`src/ccu_consts.vh`:
```
/*
  Constants for the capture/compare unit: register offsets, field
  positions, reset values and mode encodings.
  Assumes inclusion by bare name from the unit's design file.
*/
`ifndef CCU_CONSTS_VH
`define CCU_CONSTS_VH

// Register offsets on the plain register port
`define CCU_OFS_CTRL 3'h0
`define CCU_OFS_VAL_LO 3'h1
`define CCU_OFS_VAL_HI 3'h2
`define CCU_OFS_PINSEL 3'h3
`define CCU_OFS_STATUS 3'h4
`define CCU_OFS_MASK 3'h5
`define CCU_OFS_TBCFG 3'h6

// Control register fields
`define CCU_MODE_MSB 3
`define CCU_MODE_LSB 0

// Status and mask bit positions
`define CCU_ST_EVENT 0
`define CCU_ST_TRIG 1

// Time base config bits
`define CCU_TB_EXTSEL 0
`define CCU_TB_RUN 1

// Reset values
`define CCU_RST_BYTE 8'h00
`define CCU_RST_WORD 16'h0000
`define CCU_RST_PRE 4'h0

// Event mode encodings
`define CCU_M_OFF 4'h0
`define CCU_M_CAP_FALL 4'h4
`define CCU_M_CAP_RISE 4'h5
`define CCU_M_CAP_RISE4 4'h6
`define CCU_M_CAP_RISE16 4'h7
`define CCU_M_CMP_SET 4'h8
`define CCU_M_CMP_CLR 4'h9
`define CCU_M_CMP_SWI 4'hA
`define CCU_M_CMP_TRIG 4'hB
`define CCU_M_CMP_TOG 4'h2

// Instruction clock divider: system clock divided by four
`define CCU_INSTR_DIV 2'h3

// Prescaler terminal counts
`define CCU_PRE_4 4'h3
`define CCU_PRE_16 4'hF

`endif

```
`src/ccu_capture_compare.v`:
```
/*
  Capture/compare unit with its own 16-bit time base, register port,
  sticky event status with mask, and relocatable pins.
  Assumes the register master changes signals just after SYS_CLK rises,
  and that external pins are asynchronous to SYS_CLK.
*/
// Chosen here: the plain strobed port and the register addresses.
`timescale 1ns/1ps
`include "ccu_consts.vh"

module ccu_capture_compare (
  input wire SYS_CLK,
  input wire RST_B,
  input wire CLK_EN,
  input wire [2:0] ADDR,
  input wire [7:0] WDATA,
  input wire WR_STB,
  input wire RD_STB,
  output reg [7:0] RDATA,
  input wire SLEEP,
  input wire EXT_CLK,
  input wire EVENT_PIN_A,
  input wire EVENT_PIN_B,
  output reg EVENT_PIN_A_OUT,
  output reg EVENT_PIN_A_OE,
  output reg EVENT_PIN_B_OUT,
  output reg EVENT_PIN_B_OE,
  output reg ADC_TRIGGER,
  output reg IRQ
);

  // Registers
  reg [7:0] ctrl_r;
  reg [7:0] val_lo_r;
  reg [7:0] val_hi_r;
  reg [7:0] pinsel_r;
  reg [1:0] status_r;
  reg [1:0] mask_r;
  reg [1:0] tbcfg_r;
  reg [15:0] count_r;
  reg [1:0] div_r;
  reg [3:0] pre_r;
  reg out_latch_r;
  reg trig_pend_r;
  reg cnt_chg_r;
  reg [2:0] pin_sync_a_r;
  reg [2:0] pin_sync_b_r;
  reg [2:0] ext_sync_r;

  wire [3:0] mode = ctrl_r[`CCU_MODE_MSB:`CCU_MODE_LSB];
  wire use_ext = tbcfg_r[`CCU_TB_EXTSEL];
  wire tb_run = tbcfg_r[`CCU_TB_RUN];
  wire is_cap = (mode[3:2] == 2'b01);
  wire is_cmp = mode[3] | (mode == `CCU_M_CMP_TOG);
  wire sel_b = pinsel_r[0];

  // Pin and external clock samples, second stage onward only
  wire pin_now = sel_b ? pin_sync_b_r[1] : pin_sync_a_r[1];
  wire pin_old = sel_b ? pin_sync_b_r[2] : pin_sync_a_r[2];
  wire pin_rise = pin_now & ~pin_old;
  wire pin_fall = ~pin_now & pin_old;
  wire ext_tick = ext_sync_r[1] & ~ext_sync_r[2];

  // Time base tick: internal source stops in sleep, external keeps going
  wire int_tick = (div_r == `CCU_INSTR_DIV) & ~SLEEP;
  wire tb_tick = tb_run & (use_ext ? ext_tick : int_tick);

  // Equality against the compare value, once per new count or value/control write
  wire cmp_equal = (count_r == {val_hi_r, val_lo_r});
  wire cmp_hit = is_cmp & cmp_equal & cnt_chg_r;

  // Capture event selection with prescaler
  reg cap_hit;
  always @*
  begin
    cap_hit = 1'b0;
    case (mode)
      `CCU_M_CAP_FALL: cap_hit = pin_fall;
      `CCU_M_CAP_RISE: cap_hit = pin_rise;
      `CCU_M_CAP_RISE4: cap_hit = pin_rise & (pre_r == `CCU_PRE_4);
      `CCU_M_CAP_RISE16: cap_hit = pin_rise & (pre_r == `CCU_PRE_16);
      default: cap_hit = 1'b0;
    endcase
  end

  wire sw_wr = WR_STB & CLK_EN;
  wire wr_ctrl = sw_wr & (ADDR == `CCU_OFS_CTRL);
  wire wr_lo = sw_wr & (ADDR == `CCU_OFS_VAL_LO);
  wire wr_hi = sw_wr & (ADDR == `CCU_OFS_VAL_HI);

  // Synchronisers: two flops before any logic, third for edge history
  always @(posedge SYS_CLK or negedge RST_B)
  begin
    if (!RST_B)
    begin
      pin_sync_a_r <= 3'h0;
      pin_sync_b_r <= 3'h0;
      ext_sync_r <= 3'h0;
    end
    else if (CLK_EN)
    begin
      pin_sync_a_r <= {pin_sync_a_r[1:0], EVENT_PIN_A};
      pin_sync_b_r <= {pin_sync_b_r[1:0], EVENT_PIN_B};
      ext_sync_r <= {ext_sync_r[1:0], EXT_CLK};
    end
  end

  // Software registers; control write drives the off/on sequence
  always @(posedge SYS_CLK or negedge RST_B)
  begin
    if (!RST_B)
    begin
      ctrl_r <= `CCU_RST_BYTE;
      pinsel_r <= `CCU_RST_BYTE;
      mask_r <= 2'h0;
      tbcfg_r <= 2'h0;
    end
    else if (CLK_EN & WR_STB)
    begin
      if (ADDR == `CCU_OFS_CTRL)
        ctrl_r <= WDATA;
      else if (ADDR == `CCU_OFS_PINSEL)
        pinsel_r <= WDATA;
      else if (ADDR == `CCU_OFS_MASK)
        mask_r <= WDATA[1:0];
      else if (ADDR == `CCU_OFS_TBCFG)
        tbcfg_r <= WDATA[1:0];
    end
  end

  // Value pair: software writes, capture overwrites the old value
  always @(posedge SYS_CLK or negedge RST_B)
  begin
    if (!RST_B)
    begin
      val_lo_r <= `CCU_RST_BYTE;
      val_hi_r <= `CCU_RST_BYTE;
    end
    else if (CLK_EN)
    begin
      if (cap_hit)
      begin
        val_lo_r <= count_r[7:0];
        val_hi_r <= count_r[15:8];
      end
      else
      begin
        if (wr_lo)
          val_lo_r <= WDATA;
        if (wr_hi)
          val_hi_r <= WDATA;
      end
    end
  end

  // Prescaler: cleared when off or not capturing, so mode change is safe
  always @(posedge SYS_CLK or negedge RST_B)
  begin
    if (!RST_B)
      pre_r <= `CCU_RST_PRE;
    else if (CLK_EN)
    begin
      if (!is_cap | wr_ctrl)
        pre_r <= `CCU_RST_PRE;
      else if (pin_rise)
        pre_r <= cap_hit ? `CCU_RST_PRE : pre_r + 4'h1;
    end
  end

  // Time base with count held in sleep on the internal source and deferred special reset
  always @(posedge SYS_CLK or negedge RST_B)
  begin
    if (!RST_B)
    begin
      div_r <= 2'h0;
      count_r <= `CCU_RST_WORD;
      trig_pend_r <= 1'b0;
      cnt_chg_r <= 1'b0;
    end
    else if (CLK_EN)
    begin
      if (!SLEEP)
        div_r <= div_r + 2'h1;
      cnt_chg_r <= tb_tick | wr_lo | wr_hi | wr_ctrl;
      if (cmp_hit & (mode == `CCU_M_CMP_TRIG))
        trig_pend_r <= 1'b1;
      else if (tb_tick | ~cmp_equal)
        trig_pend_r <= 1'b0; // Match removed cancels the reset
      if (tb_tick)
        count_r <= (trig_pend_r & cmp_equal) ? `CCU_RST_WORD
                   : count_r + 16'h0001;
    end
  end

  // Compare output latch; cleared whenever control is cleared
  always @(posedge SYS_CLK or negedge RST_B)
  begin
    if (!RST_B)
      out_latch_r <= 1'b0;
    else if (CLK_EN)
    begin
      if (mode == `CCU_M_OFF)
        out_latch_r <= 1'b0;
      else if (cmp_hit)
      begin
        case (mode)
          `CCU_M_CMP_SET: out_latch_r <= 1'b1;
          `CCU_M_CMP_CLR: out_latch_r <= 1'b0;
          `CCU_M_CMP_TOG: out_latch_r <= ~out_latch_r;
          default: out_latch_r <= out_latch_r;
        endcase
      end
    end
  end

  // Pin drive: only set/clear/toggle modes own the pin, routed by select
  wire drive_pin = (mode == `CCU_M_CMP_SET) | (mode == `CCU_M_CMP_CLR)
                   | (mode == `CCU_M_CMP_TOG);
  always @(posedge SYS_CLK or negedge RST_B)
  begin
    if (!RST_B)
    begin
      EVENT_PIN_A_OUT <= 1'b0;
      EVENT_PIN_A_OE <= 1'b0;
      EVENT_PIN_B_OUT <= 1'b0;
      EVENT_PIN_B_OE <= 1'b0;
    end
    else if (CLK_EN)
    begin
      EVENT_PIN_A_OUT <= out_latch_r;
      EVENT_PIN_B_OUT <= out_latch_r;
      EVENT_PIN_A_OE <= drive_pin & ~sel_b;
      EVENT_PIN_B_OE <= drive_pin & sel_b;
    end
  end

  // Sticky status; a new event wins over a same-cycle write-one clear
  wire [1:0] ev_set;
  assign ev_set[`CCU_ST_EVENT] = cmp_hit | cap_hit;
  assign ev_set[`CCU_ST_TRIG] = cmp_hit & (mode == `CCU_M_CMP_TRIG);
  wire [1:0] ev_clr = (sw_wr & (ADDR == `CCU_OFS_STATUS)) ?
                      WDATA[1:0] : 2'h0;
  wire [1:0] status_nxt = (status_r & ~ev_clr) | ev_set;
  always @(posedge SYS_CLK or negedge RST_B)
  begin
    if (!RST_B)
    begin
      status_r <= 2'h0;
      IRQ <= 1'b0;
      ADC_TRIGGER <= 1'b0;
    end
    else if (CLK_EN)
    begin
      status_r <= status_nxt;
      IRQ <= |(status_nxt & mask_r);
      ADC_TRIGGER <= ev_set[`CCU_ST_TRIG];
    end
  end

  // Read port: data valid in the cycle after the strobe
  always @(posedge SYS_CLK or negedge RST_B)
  begin
    if (!RST_B)
      RDATA <= `CCU_RST_BYTE;
    else if (CLK_EN)
    begin
      if (!RD_STB)
        RDATA <= `CCU_RST_BYTE;
      else if (ADDR == `CCU_OFS_CTRL)
        RDATA <= ctrl_r;
      else if (ADDR == `CCU_OFS_VAL_LO)
        RDATA <= val_lo_r;
      else if (ADDR == `CCU_OFS_VAL_HI)
        RDATA <= val_hi_r;
      else if (ADDR == `CCU_OFS_PINSEL)
        RDATA <= pinsel_r;
      else if (ADDR == `CCU_OFS_STATUS)
        RDATA <= {6'h00, status_r};
      else if (ADDR == `CCU_OFS_MASK)
        RDATA <= {6'h00, mask_r};
      else if (ADDR == `CCU_OFS_TBCFG)
        RDATA <= {6'h00, tbcfg_r};
      else
        RDATA <= count_r[7:0]; // Offset 7: live count low byte
    end
  end

endmodule // ccu_capture_compare

```
`config.mk`:
```
export PLATFORM = sky130hd
export DESIGN_NAME = ccu_capture_compare
export DESIGN_NICKNAME = d
export VERILOG_FILES = /design/src/ccu_capture_compare.v
export VERILOG_INCLUDE_DIRS = /design/src /design/src/src
export SDC_FILE = /design/constraint.sdc
export NUM_CORES = 1
export LEC_CHECK = 0
export BUFFER_PORTS_ARGS = -buffer_cell sky130_fd_sc_hd__buf_2
export CAP_MARGIN = 30
export CORE_ASPECT_RATIO = 0.8
export CORE_UTILIZATION = 55
export DETAILED_ROUTE_END_ITERATION = 8
export GPL_TIMING_DRIVEN = 1
export PLACE_DENSITY = 0.83
export SKIP_CTS_REPAIR_TIMING = 1
export SLEW_MARGIN = 5
export SYNTH_ARGS = -nofsm -noshare
export SYNTH_HDL_FRONTEND = slang
export SYNTH_SLANG_ARGS = --single-unit
```
`constraint.sdc`:
```
create_clock -name SYS_CLK -period 3.1 [get_ports SYS_CLK]
set_clock_uncertainty 0.1 [all_clocks]
set_input_delay 0.62 -clock SYS_CLK [delete_from_list [all_inputs] [get_ports SYS_CLK]]
set_output_delay 0.62 -clock SYS_CLK [all_outputs]
set_load 0.02 [all_outputs]
```
==> summary.txt <==
Floorplan
  – Initial Util: 0.566
  – Die width: 106 microns
  – Die Height: 85.4 microns
  – Total Die Area: 0.00908 sq mm
  – Top Ports: 34
  – Floorplan core area: 0.00845 sq mm
  – FP Rows: 30

STA
  – Hold_ws: 0.142 ns
  – Endpoints failing hold: 0
  – Min Tclk post-route: 2.48 ns
  – Max transition margin: 0.524
  – Final Max Slew Viols: 0
  – Period Utilization, post-route: 0.801
  – Max Clock Freq: 402 MHz
  – RSZ-0062 raised after global routing: no
  – Setup TNS: 0 ns
  – # setup viols final: 0
  – Worst slew pin tran: 0.713 ns

Worst setup path
  – Worst path cell trace: ha_1, nor2b_1, or3b_4, a211oi_4, or2_1, a311o_1
  – Setup crit end: val_lo_r[3]
  – Critical path fanouts, max: 16
  – Worst path slowest cell: or2_1
  – Reg-to-reg endpoint: val_lo_r[3]
  – Crit path from: pre_r[1]
  – Crit end category: register
  – Worst-case reg-to-reg path depth: 6
  – Reg2reg setup slack: 0.62 ns
  – Critical setup path kind: reg2reg
  – CP peak stage delay: 0.60 ns
  – Crit Reg-Reg Startpoint: pre_r[1]
  – Critical Path Start Type: register
  – Critical path arrival: 2.68 ns
  – Worst Path Required: 3.30 ns

Clock tree
  – Root buf cell: clkbuf_8
  – H-tree depth: 3
  – Clock sinks: 85
  – CTS tree: built
  – Max Root-Sink Buffers: 2
  – Clock buffer count from CTS: 9
  – Clk pin slew, worst setup/hold paths: 0.09 ns
  – Clk_lat worst skew: 0.37 ns

Logic synthesis
  – Synthesized area: 0.00478 sq mm
  – Synthesized area per cell: 10.1 sq um
  – Syn. warnings: 0
  – Share of async-settable or async-resettable flops after synthesis: 1.00
  – Cells after Synth: 473
  – FF+latch count, synth: 85
  – Commonest register cell after synthesis: dfrtp_1
  – Syn Nets: 496
  – Synth cell types: 58
  – Register area share after synthesis: 0.445
  – EDFF count, synth: 0

Global route
  – Vias in the first global route: 3623
  – First-pass GRT wire length: 18800 microns
  – Pin count of the biggest net entering global routing: 45
  – Grt total ovfl: 0
  – Total GRT Usage: 0.269
  – Initial antenna violation count: 0

Route
  – Via count: 3948
  – Drt pass-1 iters: 6
  – Initial DRC count: 472
  – Antenna-violating nets left: 0
  – Via-to-Cell Ratio: 6.45
  – WL/cell: 19.0 microns
  – DRC: 0
  – Wire length after detailed routing: 11600 microns

Final layout
  – Final nets: 519
  – Share of cells above drive strength 1: 0.192
  – Ant diodes: 0
  – Final core utilization: 0.621
  – Area delta synth->final: 9.63%

Run status
  – Outcome: complete, no violations

Worst hold path
  – Worst min-delay path category: in2async

Pwr
  – PwrDens: 575 mW/mm^2
  – Maximum vdd drop: 0.331 mV
  – Leakage: 2.23 nW
  – Total power: 3.02 mW

Placed design
  – Routability congestion estimate: 0.882
  – Detailed placement HPWL: 8230 microns
  – Port bufs: 33

Flow run
  – Max cap viols: 0
==> routing by layer <==
layer  GRT usage  vias to the layer above  wire length [microns]
li1            -                     1768                      -
met1       0.394                     1916                   5100
met2       0.395                      233                   5240
met3      0.0530                       31                   1050
met4      0.0960                        0                    229
met5           0                        -                      0
==> state kept, by name, indices dropped and copies added, names as in the netlist, 2 cells and up <==
signal and count:
ctrl_r 8, pinsel_r 8, pin_sync_b_r 3, pre_r 4, val_hi_r 8, div_r 2, count_r 16, status_r 2
val_lo_r 8, tbcfg_r 2, pin_sync_a_r 3, RDATA 8, mask_r 2, ext_sync_r 3
==> layout make-up <==
cell class              instances  area, sq um
clock buffers                  11          131
inverters                      17         63.8
well taps                     112          140
fillers                       709         3200
flip-flops and latches         85         2130
multi-input cells             339         2430
repair buffers                 44          250
clock inverters                 4         97.6
==> critical path: cells and delay by family (launching register included) <==
family / cells / cell delay (ns)
AO/OA/AOI/OAI: 2 / 0.53
adder cells (fa/ha/maj): 1 / 0.20
flip-flops: 1 / 0.39
AND/OR/NAND/NOR: 3 / 1.20
==> worst min-delay path by stage <==
stage | cells past startpoint | slack (ns) | to | start
after floorplan | 0 | 0.22 | ADC_TRIGGER | RST_B
after global placement | 1 | 0.36 | div_r[0] | div_r[0]
after detailed placement | 1 | 0.37 | div_r[0] | div_r[0]
after CTS | 1 | 0.16 | RDATA[6] | RST_B
after global routing | 1 | 0.19 | RDATA[6] | RST_B
final | 1 | 0.14 | RDATA[6] | RST_B
==> layout by cell type, fill, tap and decap left out, types with 4 or more instances in the layout <==
master,instances
nor3_1,4
xnor2_1,5
nand2_1,40
buf_4,12
nand4_1,7
o21ai_0,22
a21oi_1,4
clkbuf_8,9
dfrtp_1,85
mux2_2,29
a22o_1,7
buf_2,32
o22ai_1,4
nand2b_1,13
nand3_1,30
nor2_1,27
inv_1,17
a211oi_1,17
a311o_1,15
and4_1,4
nor2b_1,20
nor4_1,4
o2111ai_1,6
mux2i_1,9
xor2_1,26
==> per-stage QoR <==
| stage | std cells | setup WS, ns | area, sq um |
|---|---|---|---|
| floorplan | 473 | 0.837 | 4780 |
| global placement | 597 | 0.567 | 5010 |
| detailed placement | 597 | 0.435 | 5010 |
| CTS | 612 | 0.685 | 5240 |
| global route | 612 | 0.527 | 5240 |
| finish | 612 | 0.615 | 5240 |
==> cells in the mapped netlist (2+ instances only) <==
cell type | number | area share
o21ai_1 | 2 | 0.0021
mux2_2 | 29 | 0.068
o2111ai_1 | 6 | 0.011
and4_1 | 4 | 0.0073
a221o_1 | 3 | 0.0063
nand2b_1 | 13 | 0.017
nor3_1 | 4 | 0.0042
nor4_1 | 4 | 0.0052
o21ai_0 | 22 | 0.023
nor3_2 | 2 | 0.0042
nand2_1 | 40 | 0.031
nand3_1 | 30 | 0.031
a211oi_1 | 17 | 0.027
a22o_1 | 7 | 0.013
nor2_1 | 27 | 0.021
clkbuf_1 | 20 | 0.016
or2_1 | 2 | 0.0026
xor2_1 | 26 | 0.048
a21oi_1 | 4 | 0.0042
a32oi_1 | 3 | 0.0055
ha_1 | 3 | 0.0078
buf_2 | 3 | 0.0031
buf_6 | 2 | 0.0047
o22ai_1 | 4 | 0.0052
inv_1 | 17 | 0.013
buf_1 | 5 | 0.0039
mux2i_1 | 9 | 0.019
nand4_1 | 7 | 0.0092
o21bai_1 | 3 | 0.0047
nor2b_1 | 20 | 0.026
a311o_1 | 15 | 0.031
xnor2_1 | 5 | 0.0092
mux4_2 | 3 | 0.014
and3_1 | 3 | 0.0039
dfrtp_1 | 85 | 0.44
o211ai_1 | 2 | 0.0031
==> kinds of logic (layout without fill, tap and decap cells) <==
logic type / Yosys count / count (layout) / synth area share
and+or+nand+nor: 165 / 165 / 0.180
xor gates and xnor gates: 31 / 31 / 0.0568
AOI/OAI and AO/OA: 98 / 98 / 0.157
buffers and inverters: 49 / 76 / 0.0466
muxes: 42 / 42 / 0.107
DFF: 85 / 85 / 0.445
adders and majority gates: 3 / 3 / 0.00785
==> where the power goes <==
part,switching (mW),internal [mW],total (mW)
clock network,0.393,0.532,0.925
registers,0.188,1.27,1.46
logic,0.331,0.300,0.631
(Power assumes the default switching activity.)
